==> config.mk <==
export PLATFORM = sky130hd
export DESIGN_NAME = rx_bit_framing_collision_status
export DESIGN_NICKNAME = d
export VERILOG_FILES = /design/src/rtl/rx_bit_packer.v /design/src/rtl/rx_bit_framing_collision_status.v
export VERILOG_INCLUDE_DIRS = /design/src /design/src/rtl
export SDC_FILE = /design/constraint.sdc
export NUM_CORES = 1
export LEC_CHECK = 0
export BUFFER_PORTS_ARGS = -buffer_cell sky130_fd_sc_hd__clkbuf_2
export CELL_PAD_IN_SITES_DETAIL_PLACEMENT = 2
export CELL_PAD_IN_SITES_GLOBAL_PLACEMENT = 2
export CORE_ASPECT_RATIO = 0.7
export CORE_MARGIN = 2
export CORE_UTILIZATION = 30
export DETAILED_ROUTE_END_ITERATION = 8
export PLACE_DENSITY = 0.71
export SLEW_MARGIN = 20
export SYNTH_ARGS = -nofsm -noshare
export SYNTH_HDL_FRONTEND = slang
export SYNTH_SLANG_ARGS = --single-unit
==> constraint.sdc <==
create_clock -name clk_i -period 2.7 [get_ports clk_i]
set_input_delay 0.135 -clock clk_i [delete_from_list [all_inputs] [get_ports clk_i]]
set_output_delay 0.135 -clock clk_i [all_outputs]
set_load 0.02 [all_outputs]
==> src/rtl/rx_framing_defines.vh <==
// constants for the receive bit framing and collision status block
`ifndef RX_FRAMING_DEFINES_VH
`define RX_FRAMING_DEFINES_VH
`define ADDR_STATE_STATUS     8'h0b
`define ADDR_RX_BIT_CONTROL   8'h0c
`define ADDR_RX_COLL_POS      8'h0d
`define BIT_KEEP_AFTER_COLL   7
`define FLD_FIRST_POS_HI      6
`define FLD_FIRST_POS_LO      4
`define BIT_COLL_AS_INTEG     3
`define FLD_FINAL_BITS_HI     2
`define FLD_FINAL_BITS_LO     0
`define BIT_POS_VALID         7
`define RX_BIT_CONTROL_RESET  8'h00
`define ST_IDLE               3'h0
`define ST_TX_PRE_WAIT        3'h1
`define ST_TRANSMIT           3'h3
`define ST_RX_PRE_WAIT        3'h5
`define ST_WAIT_DATA          3'h6
`define ST_RECEIVE            3'h7
`define COLL_INDEX_LIMIT      8'h40
`define RX_PRE_WAIT_CYCLES    8'h04
`endif

==> src/rtl/rx_bit_packer.v <==
// places received data bits into bytes starting at a chosen bit position
`timescale 1ns/1ps
`include "rx_framing_defines.vh"
module rx_bit_packer (
  input  wire       clk_i,
  input  wire       sys_rst_i,
  input  wire       start_i,
  input  wire [2:0] first_pos_i,
  input  wire       bit_valid_i,
  input  wire       bit_i,
  input  wire       flush_i,
  output reg  [7:0] byte_o,
  output reg        byte_valid_o,
  output reg  [2:0] fill_o
);
  reg [7:0] acc_reg;
  reg [2:0] pos_reg;
  reg       any_reg;
  always @(posedge clk_i or posedge sys_rst_i) begin
    if (sys_rst_i) begin
      acc_reg      <= 8'h00;
      pos_reg      <= 3'h0;
      any_reg      <= 1'b0;
      byte_o       <= 8'h00;
      byte_valid_o <= 1'b0;
      fill_o       <= 3'h0;
    end else begin
      byte_valid_o <= 1'b0;
      if (start_i) begin
        acc_reg <= 8'h00;
        pos_reg <= first_pos_i;
        any_reg <= 1'b0;
      end else if (bit_valid_i) begin
        any_reg <= 1'b1;
        pos_reg <= pos_reg + 3'h1;
        if (pos_reg == 3'h7) begin
          // byte complete; next bit wraps to position zero of the next byte
          byte_o       <= {bit_i, acc_reg[6:0]};
          byte_valid_o <= 1'b1;
          acc_reg      <= 8'h00;
          fill_o       <= 3'h0;
        end else begin
          acc_reg[pos_reg] <= bit_i;
          fill_o           <= pos_reg + 3'h1;
        end
      end else if (flush_i && any_reg && pos_reg != 3'h0) begin
        byte_o       <= acc_reg;
        byte_valid_o <= 1'b1;
        acc_reg      <= 8'h00;
      end
    end
  end
endmodule

==> src/rtl/rx_bit_framing_collision_status.v <==
// receive framing, collision capture and transceiver state reporting
`timescale 1ns/1ps
`include "rx_framing_defines.vh"
module rx_bit_framing_collision_status (
  input  wire       clk_i,
  input  wire       sys_rst_i,
  input  wire [7:0] reg_addr_i,
  input  wire       reg_wr_i,
  input  wire       reg_rd_i,
  input  wire [7:0] reg_wdata_i,
  input  wire       cmd_receive_i,
  input  wire       cmd_transceive_i,
  input  wire       tx_done_i,
  input  wire       sof_i,
  input  wire       bit_valid_i,
  input  wire       bit_i,
  input  wire       bit_coll_i,
  input  wire       parity_err_i,
  input  wire       frame_end_i,
  output reg  [7:0] reg_rdata_o,
  output reg  [7:0] rx_byte_o,
  output reg        rx_byte_valid_o,
  output reg        collision_flag_o,
  output reg        integrity_error_flag_o,
  output reg  [2:0] link_state_code_o
);
  localparam [7:0] CTRL_RESET = `RX_BIT_CONTROL_RESET;
  reg [2:0] state_reg;
  reg [7:0] wait_cnt_reg;
  reg       keep_bits_after_collision_reg;
  reg [2:0] rx_first_bit_position_reg;
  reg       collision_as_integrity_error_reg;
  reg [2:0] rx_final_valid_bits_reg;
  reg [6:0] first_collision_index_reg;
  reg       collision_position_valid_reg;
  reg       coll_seen_reg;
  reg [7:0] bit_index_reg;
  reg       recv_op_reg;
  wire      rx_start;
  wire      data_bit;
  wire      stored_bit;
  wire [7:0] pk_byte;
  wire      pk_valid;
  wire [2:0] pk_fill;
  wire      bit_oriented;
  reg [2:0] state_next;
  // flag clear point: wait-for-data entry only, reached after either command
  assign rx_start     = (state_reg != `ST_WAIT_DATA) && (state_next == `ST_WAIT_DATA);
  assign data_bit     = (state_reg == `ST_RECEIVE) && bit_valid_i;
  assign bit_oriented = (rx_first_bit_position_reg != 3'h0);
  // from the first collided bit on, zero the stored bit unless asked to keep it
  assign stored_bit   = (!keep_bits_after_collision_reg && (coll_seen_reg || bit_coll_i))
                        ? 1'b0 : bit_i;

  always @* begin
    state_next = state_reg;
    case (state_reg)
      `ST_IDLE: begin
        if (cmd_receive_i)
          state_next = `ST_RX_PRE_WAIT;
        else if (cmd_transceive_i)
          state_next = `ST_TX_PRE_WAIT;
      end
      `ST_TX_PRE_WAIT: begin
        if (wait_cnt_reg == 8'h00)
          state_next = `ST_TRANSMIT;
      end
      `ST_TRANSMIT: begin
        if (tx_done_i)
          state_next = `ST_RX_PRE_WAIT;
      end
      `ST_RX_PRE_WAIT: begin
        if (wait_cnt_reg == 8'h00)
          state_next = `ST_WAIT_DATA;
      end
      `ST_WAIT_DATA: begin
        if (sof_i)
          state_next = `ST_RECEIVE;
      end
      `ST_RECEIVE: begin
        if (frame_end_i)
          state_next = `ST_IDLE;
      end
      default: state_next = `ST_IDLE;
    endcase
  end

  always @(posedge clk_i or posedge sys_rst_i) begin
    if (sys_rst_i) begin
      state_reg         <= `ST_IDLE;
      wait_cnt_reg      <= 8'h00;
      link_state_code_o <= `ST_IDLE;
      recv_op_reg       <= 1'b0;
    end else begin
      state_reg         <= state_next;
      link_state_code_o <= state_next;
      if (state_next != state_reg)
        wait_cnt_reg <= `RX_PRE_WAIT_CYCLES;
      else if (wait_cnt_reg != 8'h00)
        wait_cnt_reg <= wait_cnt_reg - 8'h01;
      if (state_reg == `ST_IDLE)
        recv_op_reg <= cmd_receive_i;
    end
  end

  // control register: host writes steer framing; final-bits is set by hardware
  always @(posedge clk_i or posedge sys_rst_i) begin
    if (sys_rst_i) begin
      keep_bits_after_collision_reg    <= CTRL_RESET[`BIT_KEEP_AFTER_COLL];
      rx_first_bit_position_reg        <= 3'h0;
      collision_as_integrity_error_reg <= 1'b0;
      rx_final_valid_bits_reg          <= 3'h0;
    end else begin
      if (reg_wr_i && reg_addr_i == `ADDR_RX_BIT_CONTROL) begin
        keep_bits_after_collision_reg    <= reg_wdata_i[`BIT_KEEP_AFTER_COLL];
        rx_first_bit_position_reg        <= reg_wdata_i[`FLD_FIRST_POS_HI:`FLD_FIRST_POS_LO];
        collision_as_integrity_error_reg <= reg_wdata_i[`BIT_COLL_AS_INTEG];
        rx_final_valid_bits_reg          <= reg_wdata_i[`FLD_FINAL_BITS_HI:`FLD_FINAL_BITS_LO];
      end
      // hardware update wins over a host write in the same cycle
      if (rx_start)
        rx_final_valid_bits_reg <= 3'h0;
      else if (state_reg == `ST_RECEIVE && frame_end_i && bit_oriented)
        rx_final_valid_bits_reg <= pk_fill;
    end
  end

  // collision capture; the start clear wins over detection sets
  always @(posedge clk_i or posedge sys_rst_i) begin
    if (sys_rst_i) begin
      coll_seen_reg                <= 1'b0;
      bit_index_reg                <= 8'h00;
      first_collision_index_reg    <= 7'h00;
      collision_position_valid_reg <= 1'b0;
      collision_flag_o             <= 1'b0;
      integrity_error_flag_o       <= 1'b0;
    end else begin
      if (rx_start) begin
        coll_seen_reg                <= 1'b0;
        bit_index_reg                <= {5'h00, rx_first_bit_position_reg};
        first_collision_index_reg    <= 7'h00;
        collision_position_valid_reg <= 1'b0;
        collision_flag_o             <= 1'b0;
        integrity_error_flag_o       <= 1'b0;
      end else if (data_bit) begin
        // index counts data bits only; it saturates past the indexable range
        if (bit_index_reg != 8'hff)
          bit_index_reg <= bit_index_reg + 8'h01;
        if (bit_coll_i && !coll_seen_reg) begin
          coll_seen_reg    <= 1'b1;
          collision_flag_o <= 1'b1;
          if (bit_index_reg < `COLL_INDEX_LIMIT) begin
            first_collision_index_reg    <= bit_index_reg[6:0];
            collision_position_valid_reg <= 1'b1;
          end
        end
        if (parity_err_i || (bit_coll_i && collision_as_integrity_error_reg))
          integrity_error_flag_o <= 1'b1;
      end
    end
  end

  rx_bit_packer u_packer (
    .clk_i        (clk_i),
    .sys_rst_i    (sys_rst_i),
    .start_i      (rx_start),
    .first_pos_i  (rx_first_bit_position_reg),
    .bit_valid_i  (data_bit),
    .bit_i        (stored_bit),
    .flush_i      (state_reg == `ST_RECEIVE && frame_end_i),
    .byte_o       (pk_byte),
    .byte_valid_o (pk_valid),
    .fill_o       (pk_fill)
  );

  always @(posedge clk_i or posedge sys_rst_i) begin
    if (sys_rst_i) begin
      rx_byte_o       <= 8'h00;
      rx_byte_valid_o <= 1'b0;
      reg_rdata_o     <= 8'h00;
    end else begin
      rx_byte_o       <= pk_byte;
      rx_byte_valid_o <= pk_valid;
      if (reg_rd_i) begin
        case (reg_addr_i)
          `ADDR_STATE_STATUS:   reg_rdata_o <= {5'h00, state_reg};
          // final-bits field is write-only and reads as zero
          `ADDR_RX_BIT_CONTROL: reg_rdata_o <= {keep_bits_after_collision_reg,
                                                rx_first_bit_position_reg,
                                                collision_as_integrity_error_reg, 3'h0};
          `ADDR_RX_COLL_POS:    reg_rdata_o <= {collision_position_valid_reg,
                                                first_collision_index_reg};
          default:              reg_rdata_o <= 8'h00;
        endcase
      end
    end
  end
endmodule

* After elaboration in Yosys (flattened, before gate mapping)
Index checks and enable logic that the tools add are counted.
** Word-level totals
- Output and inout bits :: 22
- Flip-flop bits (word level) :: 72
- Logic and storage cells :: 117
- Input port bits :: 29
** Cells by class
- Reduce and logical (&&, ||, !) cells :: 31
- Bitwise operators :: 1
- $add $sub $neg :: 3
- Muxes and demuxes :: 47
- Magnitude comparators :: 3
- Equal/unequal tests :: 14
** Operators with widths (number)
- two-way mux 8 bit :: 12
- two-way mux 7 bit :: 4
- two-way mux 3 bit :: 9
- equality test 8 x 4 -> 1 bit, second input constant :: 3
- one-hot mux 8 bit (3 select lines) :: 1
- two-way mux 1 bit :: 18
- one-hot mux 3 bit (6 select lines) :: 1
- equality test 3 bit, second input constant :: 5
- nonzero test 2 bit :: 7
- logical AND 1 bit :: 10
- adder 8 x 1 -> 8 bit, second input constant :: 1
- bitwise mux 8 bit :: 1
- logical NOT 8 bit :: 1
- less-than comparator 8 x 7 -> 1 bit, second input constant :: 1
- inequality test 8 bit, second input constant :: 1
- nonzero test 8 bit :: 1
- subtractor 8 x 1 -> 8 bit, second input constant :: 1
- AND reduction 2 bit :: 3
- AND reduction 3 bit :: 2
- nonzero test 3 bit :: 2
- less-than comparator 3 x 4 -> 1 bit, second input constant :: 1
- adder 3 x 1 -> 3 bit, second input constant :: 1
- demux 1 bit (select 3 bit) :: 1
- equality test 3 x 1 -> 1 bit, second input constant :: 1
- 9 further kinds :: 11

* Logic depth before layout (Yosys ltp)
Gate-level depths: netlist of the first run.
- Depth after elaboration :: 8
- Mapped depth :: 9
- Mapped depth without buffers :: 8

* Cells and area by module
A second synthesis of the first run with hierarchy kept.
** Unflattened totals
- Cell total of the unflattened synthesis :: 345
- Area total of the unflattened synthesis :: 3649.8 µm²
** By module, submodules not included
- rx_bit_framing_collision_status :: area each 2402.3 µm², instances 1, cells each 231
- rx_bit_packer :: area each 1247.4 µm², instances 1, cells each 114

* Worst setup path after synthesis of the first run
Ideal clock, no wire load.
- Kind :: reg-to-reg
- Start :: register wait_cnt_reg[0]
- End :: register u_packer.pos_reg[0]
- Setup time :: 0.125 ns
- Stages on the path, launching flop included :: 9
- Period minus slack after synthesis :: 2.308 ns
- Buffers on the path :: 1
- Arrival :: 2.183 ns
- Required time :: 2.575 ns
- Slack :: 0.392 ns
- Cell sequence :: dfrtp_1 inv_1 ha_1 or4b_4 o41ai_4 and3_1 and3_4 buf_6 mux2_4
** Between the ends
- Cells in the longest elaborated chain, start to end :: 6
** RTL lines
- start, declared :: line rx_bit_framing_collision_status.v:29 : reg [7:0] wait_cnt_reg;
- start signal, assigned :: line rx_bit_framing_collision_status.v:98 : wait_cnt_reg <= `RX_PRE_WAIT_CYCLES;
- start signal, assigned :: line rx_bit_framing_collision_status.v:100 : wait_cnt_reg <= wait_cnt_reg - 8'h01;
- logical NOT 8 bit * :: line rx_bit_framing_collision_status.v:65, rx_bit_framing_collision_status.v:73
- two-way mux 3 bit (on tied branches) :: line rx_bit_framing_collision_status.v:73, rx_bit_framing_collision_status.v:65
- one-hot mux 3 bit (6 select lines) * :: line rx_bit_framing_collision_status.v:57 : case (state_reg)
- equality test 3 bit (no line) *
- logical AND 1 bit * :: line rx_bit_framing_collision_status.v:48 : assign rx_start = (state_reg != `ST_WAIT_DATA) && (state_next == `ST_WAIT_DATA);
- two-way mux 3 bit or nonzero test 2 bit (tied branches)
- end signal, assigned :: line rx_bit_packer.v:31 : pos_reg <= first_pos_i;
- end signal, assigned :: line rx_bit_packer.v:35 : pos_reg <= pos_reg + 3'h1;
- end, declared :: line rx_bit_packer.v:17 : reg [2:0] pos_reg;
Every way passes the cells marked *; elsewhere a longest branch is shown, timed or not.
A chain may end at the register's enable or synchronous reset.

* Worst setup path in the final report of the first run
- Start :: register wait_cnt_reg[0]
- End :: register bit_index_reg[0]
** Between the ends
- Cells in the longest elaborated chain, start to end :: 7
** RTL lines
- logical NOT 8 bit * :: line rx_bit_framing_collision_status.v:65, rx_bit_framing_collision_status.v:73
- two-way mux 3 bit (on tied branches) :: line rx_bit_framing_collision_status.v:73, rx_bit_framing_collision_status.v:65
- one-hot mux 3 bit (6 select lines) * :: line rx_bit_framing_collision_status.v:57
- equality test 3 bit (no line) *
- logical AND 1 bit * :: line rx_bit_framing_collision_status.v:48
- nonzero test 2 bit (no line)
- AND reduction 2 bit (no line)
- end signal, assigned :: line rx_bit_framing_collision_status.v:140 : bit_index_reg <= {5'h00, rx_first_bit_position_reg};
- end signal, assigned :: line rx_bit_framing_collision_status.v:148 : bit_index_reg <= bit_index_reg + 8'h01;
- end, declared :: line rx_bit_framing_collision_status.v:37 : reg [7:0] bit_index_reg;
Marks and branches as above.

==> metrics.md, run 1 <==
| Metric | Value |
|---|---|
| Outcome | finished, final reports clean |
| Area leader, netlist | dfrtp_1 |
| Primary FF master, synth | dfrtp_1 |
| Asr flop ratio synth | 100.0% |
| Antenna fix cells | 0 |
| Final GP Congestion | 0.7551 |
| CP Capture Type | flop |
| First-pass GRT wire length | 15.84 mm |
| Top Ports | 51 |
| Die Ht | 92.56 um |
| Number of global-route vias before repair | 3013 |
| WP data required | 2.92 ns |
| Layout area overhead | 20.96% |
| Routed Antenna Nets | 0 |
| Post-Layout Cell Count | 538 |
| Share of cells above drive strength 1 | 23.12% |
| Tot Pwr | 3.521 mW |
| Post-Synthesis Cells | 325 |
| Place WS | 0.1483 ns |
| Rel. slew slack | 37.76% |
| VDD IR max | 0.0003355 V |
| Max Fclk | 393.2 MHz |
| Tot GR Track Use | 17.37% |
| Syn Nets | 359 |
| Arr. time, crit path | 2.77 ns |
| Yosys warning count | 0 |
| RSZ-0062 raised after global routing | false |
| Sequential fraction of the synthesis area | 53.61% |
| Initial core utilization | 30.63% |
| Via density | 5.087 |
| Reg clk slew, reported paths | 0.06 ns |
| FF-to-FF setup slack | 0.16 ns |
| Final wirelength | 9.523 mm |
| Post-synthesis cell type count | 52 |
| Max clock buf depth | 2 |
| Die area | 12080 um^2 |
| Syn avg cell area | 10.34 um^2 |
| Period utilization | 94.19% |
| Vias | 2737 |
| Startpoint types | flop |
| Largest cells by area after synthesis | dfrtp_1 54%, nand2_1 5.2%, nor2_1 4.0%, a221o_1 3.3%, xnor2_1 2.3% |
| Pleak | 1.934 nW |
| #FFs+latches synth | 72 |
| Residual DRC | 0 |
| H-tree depth | 3 |
| Synthesized area | 3361 um^2 |
| Worst Clk Skew | 0.007221 ns |
| Site Rows | 32 |
| Fin. Hold Viols | 0 |
| DR WL/cell | 17.70 um |
| Final WS setup | 0.1568 ns |
| Width of the die | 130.5 um |
| Detailed Routing Iterations Pass 1 | 4 |
| Initial drt markers | 117 |
| MaxCap Viol Count | 0 |
| Final Util | 37.06% |
| Crit path time final | 2.543 ns |
| Clock root buffer master | clkbuf_16 |
| Detailed placement HPWL | 6.795 mm |
| Synth top area share | 53.61% |
| Setup-failing EPs final | 0 |
| Total grt overflow | 0 |
| Setup TNS | 0 ns |
| Largest net degree at the start of global routing | 73 |
| Initial antenna violation count | 0 |
| Hold Crit Class | in2reg |
| Least-Margin Pin Slew | 0.9335 ns |
| Worst-Skew Late Latency | 0.34 ns |
| Core box area | 10970 um^2 |
| P per Cell Area | 866.2 nW/um^2 |
| Fin nets | 414 |
| Clock sink count | 72 |
| CTS tree | built |
| WS Path Type | reg2reg |
| Final slew viol count | 0 |
| Worst-path fanout max | 12 |
| CTS Buf Count | 9 |
| Port Buffers | 47 |
| Dpl cells | 522 |
| Post-synth EDFFs | 0 |
| Most frequent cell after synthesis | dfrtp_1 |
| Commonest cells in the netlist | 72 x dfrtp_1, 47 x nand2_1, 36 x nor2_1 |
critical path, stage by stage, from the launching register on:
cell and delay, ns:
dfrtp_1 0.39, inv_1 0.12, ha_2 0.25, or4b_4 0.52, o41ai_4 0.29, and3_1 0.22, and3_4 0.28, mux2_2 0.36
worst paths after layout:
path | from | end | cells after the start
setup / recovery | wait_cnt_reg[0]$_DFFE_PP0P_ | bit_index_reg[0]$_DFFE_PP0P_ | 7
hold / removal | reg_wdata_i[4] | rx_first_bit_position_reg[0]$_DFFE_PP0P_ | 2
setup reg to reg | wait_cnt_reg[0]$_DFFE_PP0P_ | bit_index_reg[0]$_DFFE_PP0P_ | 7
hold reg to reg | u_packer.byte_valid_o$_DFF_PP0_ | rx_byte_valid_o$_DFF_PP0_ | 0
max in group asynchronous | sys_rst_i | rx_byte_o[3]$_DFF_PP0_ | 3
min in group asynchronous | sys_rst_i | collision_as_integrity_error_reg$_DFFE_PP0P_ | 3
where the power goes:
| part | switching [mW] | total (mW) | internal, mW |
|---|---|---|---|
| logic | 0.533 | 0.924 | 0.391 |
| registers | 0.253 | 1.48 | 1.23 |
| clock network | 0.489 | 1.11 | 0.625 |
| total | 1.28 | 3.52 | 2.25 |
metrics by stage:
| step | hold WS, ns | instance area (um^2) |
|---|---|---|
| 6_report | 0.03178 | 4065 |
| 5_1_grt | 0.02513 | 4065 |
| 2_1_floorplan | 0.2848 | 3361 |
| 3_3_place_gp | 0.3369 | 3782 |
| 3_5_place_dp | 0.3516 | 3782 |
| 4_1_cts | 0.01414 | 4056 |
per-layer routing:
| metal | vias to the layer above | part of all wire, % | track usage (%) |
|---|---|---|---|
| met5 | - | 0 | 0 |
| met4 | 0 | 1.7 | 5.940 |
| met3 | 12 | 4.0 | 4.795 |
| met2 | 53 | 44 | 25.95 |
| met1 | 1400 | 50 | 24.23 |
| li1 | 1272 | - | - |
area by class of cell:
class / count / area (um^2)
inverter: 9 / 33.78
tap: 153 / 191.4
sequential: 72 / 1802
clock inverter: 6 / 45.04
fill: 1246 / 6905
multi-input combinational: 234 / 1476
clock buffer: 10 / 229.0
timing repair buffer: 54 / 287.8
cells by family (layout without fill, tap and decap cells):
logic type	after synthesis	after routing	synth area share (%)
AO/OA/AOI/OAI	58	58	13.25
XOR/XNOR	10	10	2.606
multiplexers	9	9	3.053
flip-flops	72	72	53.61
adder cells (fa/ha/maj)	5	5	1.862
buffers and inverters	19	79	2.718
AND/OR/NAND/NOR	152	152	22.90
placed cells by master, fill, tap and decap left out, drive strengths merged, types with 9 or more instances in the layout:
master	n
nor2	36
inv	10
xnor2	9
nand2	47
dfrtp	72
and3	10
a21oi	10
a221o	11
o21ai	12
nand3	9
clkbuf	57
nor2b	10
repair_timing:
item	CTS	global route
hold buffers	0	0
gates resized for setup	0	2
endpoints found under the setup margin	0	7
buffers inserted	0	0
Power figures use the tool's default switching activity.
==> run 2: changes to the inputs <==
==> constraint.sdc (replaced) <==
create_clock -name clk_i -period 2.7 [get_ports clk_i]
set_input_delay 0.54 -clock clk_i [delete_from_list [all_inputs] [get_ports clk_i]]
set_output_delay 0.54 -clock clk_i [all_outputs]
set_load 0.02 [all_outputs]
==> metrics.md, run 2 (synthesis gave the netlist of run 1 again) <==
| Metric | Value |
|---|---|
| Outcome | finished, final reports clean (unchanged) |
| Final wirelength | 9.346 mm (was 9.523 mm) |
| Site Rows | 32 (unchanged) |
| Port Buffers | 47 (unchanged) |
| Layout area overhead | 22.41% (was 20.96%) |
| VDD IR max | 0.0002970 V (was 0.0003355 V) |
| Most frequent cells in the layout | 72 x dfrtp_1, 47 x nand2_1, 47 x clkbuf_2 (unchanged) |
| Setup-failing EPs final | 0 (unchanged) |
| Die area | 12080 um^2 (unchanged) |
| Hold Crit Class | in2async (was in2reg) |
| Period utilization | 92.24% (was 94.19%) |
| Crit path time final | 2.490 ns (was 2.543 ns) |
| Met3 Use GR | 3.928% (was 4.795%) |
| WS Path Type | reg2reg (unchanged) |
| CTS Buf Count | 9 (unchanged) |
| Post-CTS setup buffer count | 0 (unchanged) |
| Pleak | 1.967 nW (was 1.934 nW) |
| Fin nets | 416 (was 414) |
| Vias | 2707 (was 2737) |
| Place WS | 0.2276 ns (was 0.1483 ns) |
| WP data required | 2.92 ns (about the same) |
| Worst Clk Skew | 0.006848 ns (was 0.007221 ns) |
| Total grt overflow | 0 (unchanged) |
| Met2 GRT Util | 25.48% (was 25.95%) |
| Initial core utilization | 30.63% (unchanged) |
| Rel. slew slack | 59.02% (was 37.76%) |
| FF-to-FF setup slack | 0.21 ns (was 0.16 ns) |
| Worst-Skew Late Latency | 0.34 ns (about the same) |
| Cts hold-fix bufs | 0 (unchanged) |
| Largest net degree at the start of global routing | 73 (unchanged) |
| Max clock buf depth | 2 (unchanged) |
| Antenna fix cells | 0 (unchanged) |
| Commonest non-fill, non-tap cell in the layout | dfrtp_1 (unchanged) |
| M1 GR Usage | 24.86% (was 24.23%) |
| Register Area | 1802 um^2 (unchanged) |
| Worst r2r dst | bit_index_reg[0]$_DFFE_PP0P_ (unchanged) |
| Setup TNS | 0 ns (unchanged) |
| First-pass GRT wire length | 15.92 mm (was 15.84 mm) |
| Top Ports | 51 (unchanged) |
| Design area | 4114 um^2 (was 4065 um^2) |
| Most used routing layer in global routing | met2 (unchanged) |
| Width of the die | 130.5 um (unchanged) |
| RSZ-0062 raised after global routing | false (unchanged) |
| Least-Margin Pin Slew | 0.6125 ns (was 0.9335 ns) |
| CP Capture Type | flop (unchanged) |
| Multi-input logic area | 1468 um^2 (was 1476 um^2) |
| Fin. Hold Viols | 0 (unchanged) |
| # fillers | 1221 (was 1246) |
| Clock sink count | 72 (unchanged) |
| Share of cells above drive strength 1 | 23.26% (was 23.12%) |
| Residual DRC | 0 (unchanged) |
| H-tree depth | 3 (unchanged) |
| Post-cts sizing count | 0 (unchanged) |
| Placed cell area | 3810 um^2 (was 3782 um^2) |
| P per Cell Area | 882.6 nW/um^2 (was 866.2 nW/um^2) |
| Via density | 5.013 (was 5.087) |
| Reg2reg start | wait_cnt_reg[0]$_DFFE_PP0P_ (unchanged) |
| FF-to-FF path depth | 7 (unchanged) |
| Worst-path fanout max | 9 (was 12) |
| CTS tree | built (unchanged) |
| Initial drt markers | 116 (was 117) |
| Detailed placement HPWL | 6.555 mm (was 6.795 mm) |
| Final WS setup | 0.2095 ns (was 0.1568 ns) |
| Core box area | 10970 um^2 (unchanged) |
| Reg clk slew, reported paths | 0.06 ns (about the same) |
| Final GP Congestion | 0.8063 (was 0.7551) |
| Tot GR Track Use | 17.13% (was 17.37%) |
| Clock root buffer master | clkbuf_16 (unchanged) |
| Number of global-route vias before repair | 3019 (was 3013) |
| Initial antenna violation count | 0 (unchanged) |
| Max Fclk | 401.5 MHz (was 393.2 MHz) |
| MaxCap Viol Count | 0 (unchanged) |
| Final slew viol count | 0 (unchanged) |
| Detailed Routing Iterations Pass 1 | 4 (unchanged) |
| DR WL/cell | 17.31 um (was 17.70 um) |
| Routed Antenna Nets | 0 (unchanged) |
| Arr. time, crit path | 2.71 ns (was 2.77 ns) |
| Die Ht | 92.56 um (unchanged) |
| Startpoint types | flop (unchanged) |
run 2: cell count changes in the layout (fill, tap and decap cells not counted):
cell and change:
buf_12 +1, nor4b_1 +1, ha_1 +1, ha_2 -1
clkinvlp_4 -1, bufinv_16 +1, nor4b_2 -1, inv_8 +1
clkbuf_1 -1, buf_4 +1
run 2: how the worst max path moves through the flow:
stage	cells past startpoint	start	endpoint	slack [ns]
2_1_floorplan	1	sys_rst_i	bit_index_reg[0]$_DFFE_PP0P_	0.34
3_3_place_gp	7	wait_cnt_reg[0]$_DFFE_PP0P_	bit_index_reg[0]$_DFFE_PP0P_	0.26
3_5_place_dp	7	wait_cnt_reg[0]$_DFFE_PP0P_	bit_index_reg[0]$_DFFE_PP0P_	0.23
4_1_cts	7	wait_cnt_reg[0]$_DFFE_PP0P_	bit_index_reg[0]$_DFFE_PP0P_	0.19
5_1_grt	7	wait_cnt_reg[0]$_DFFE_PP0P_	bit_index_reg[0]$_DFFE_PP0P_	0.03
6_report	7	wait_cnt_reg[0]$_DFFE_PP0P_	bit_index_reg[0]$_DFFE_PP0P_	0.21
run 2: power by group:
group | internal, mW | switching (mW) | total [mW]
Sequential | 1.23 | 0.251 | 1.48
Clock | 0.725 | 0.500 | 1.22
Combinational | 0.399 | 0.527 | 0.926
run 2: area by class of cell:
cell class / instances / share of cell area (%)
clock buffer: 9 / 5.474
clock inverter: 7 / 1.916
inverter: 9 / 0.8212
multi-input combinational: 234 / 35.68
sequential: 72 / 43.80
tap: 153 / 4.653
timing repair buffer: 56 / 7.664
run 2: metal layers:
| layer | share of wire (%) | vias up | wire (um) |
|---|---|---|---|
| li1 | - | 1279 | - |
| met1 | 52 | 1372 | 4877 |
| met2 | 43 | 46 | 4005 |
| met3 | 3.7 | 10 | 344 |
| met4 | 1.3 | 0 | 120 |
| met5 | 0 | - | 0 |
run 2: worst max-delay path, cell delays in order (launching register included):
cell,delay [ns]
dfrtp_1,0.38
inv_1,0.11
ha_1,0.26
or4b_4,0.52
o41ai_4,0.29
and3_1,0.22
and3_4,0.25
mux2_2,0.34
run 2: metrics by stage:
step	cells	util [%]	hold WS, ns	power, mW
after floorplan	325	-	0.3312	2.105
after global placement	524	34.73	0.3363	2.377
after detailed placement	524	34.73	0.3379	2.422
after CTS	540	37.50	0.2934	3.683
after global routing	540	37.50	0.3141	3.881
final	540	37.50	0.2794	3.631
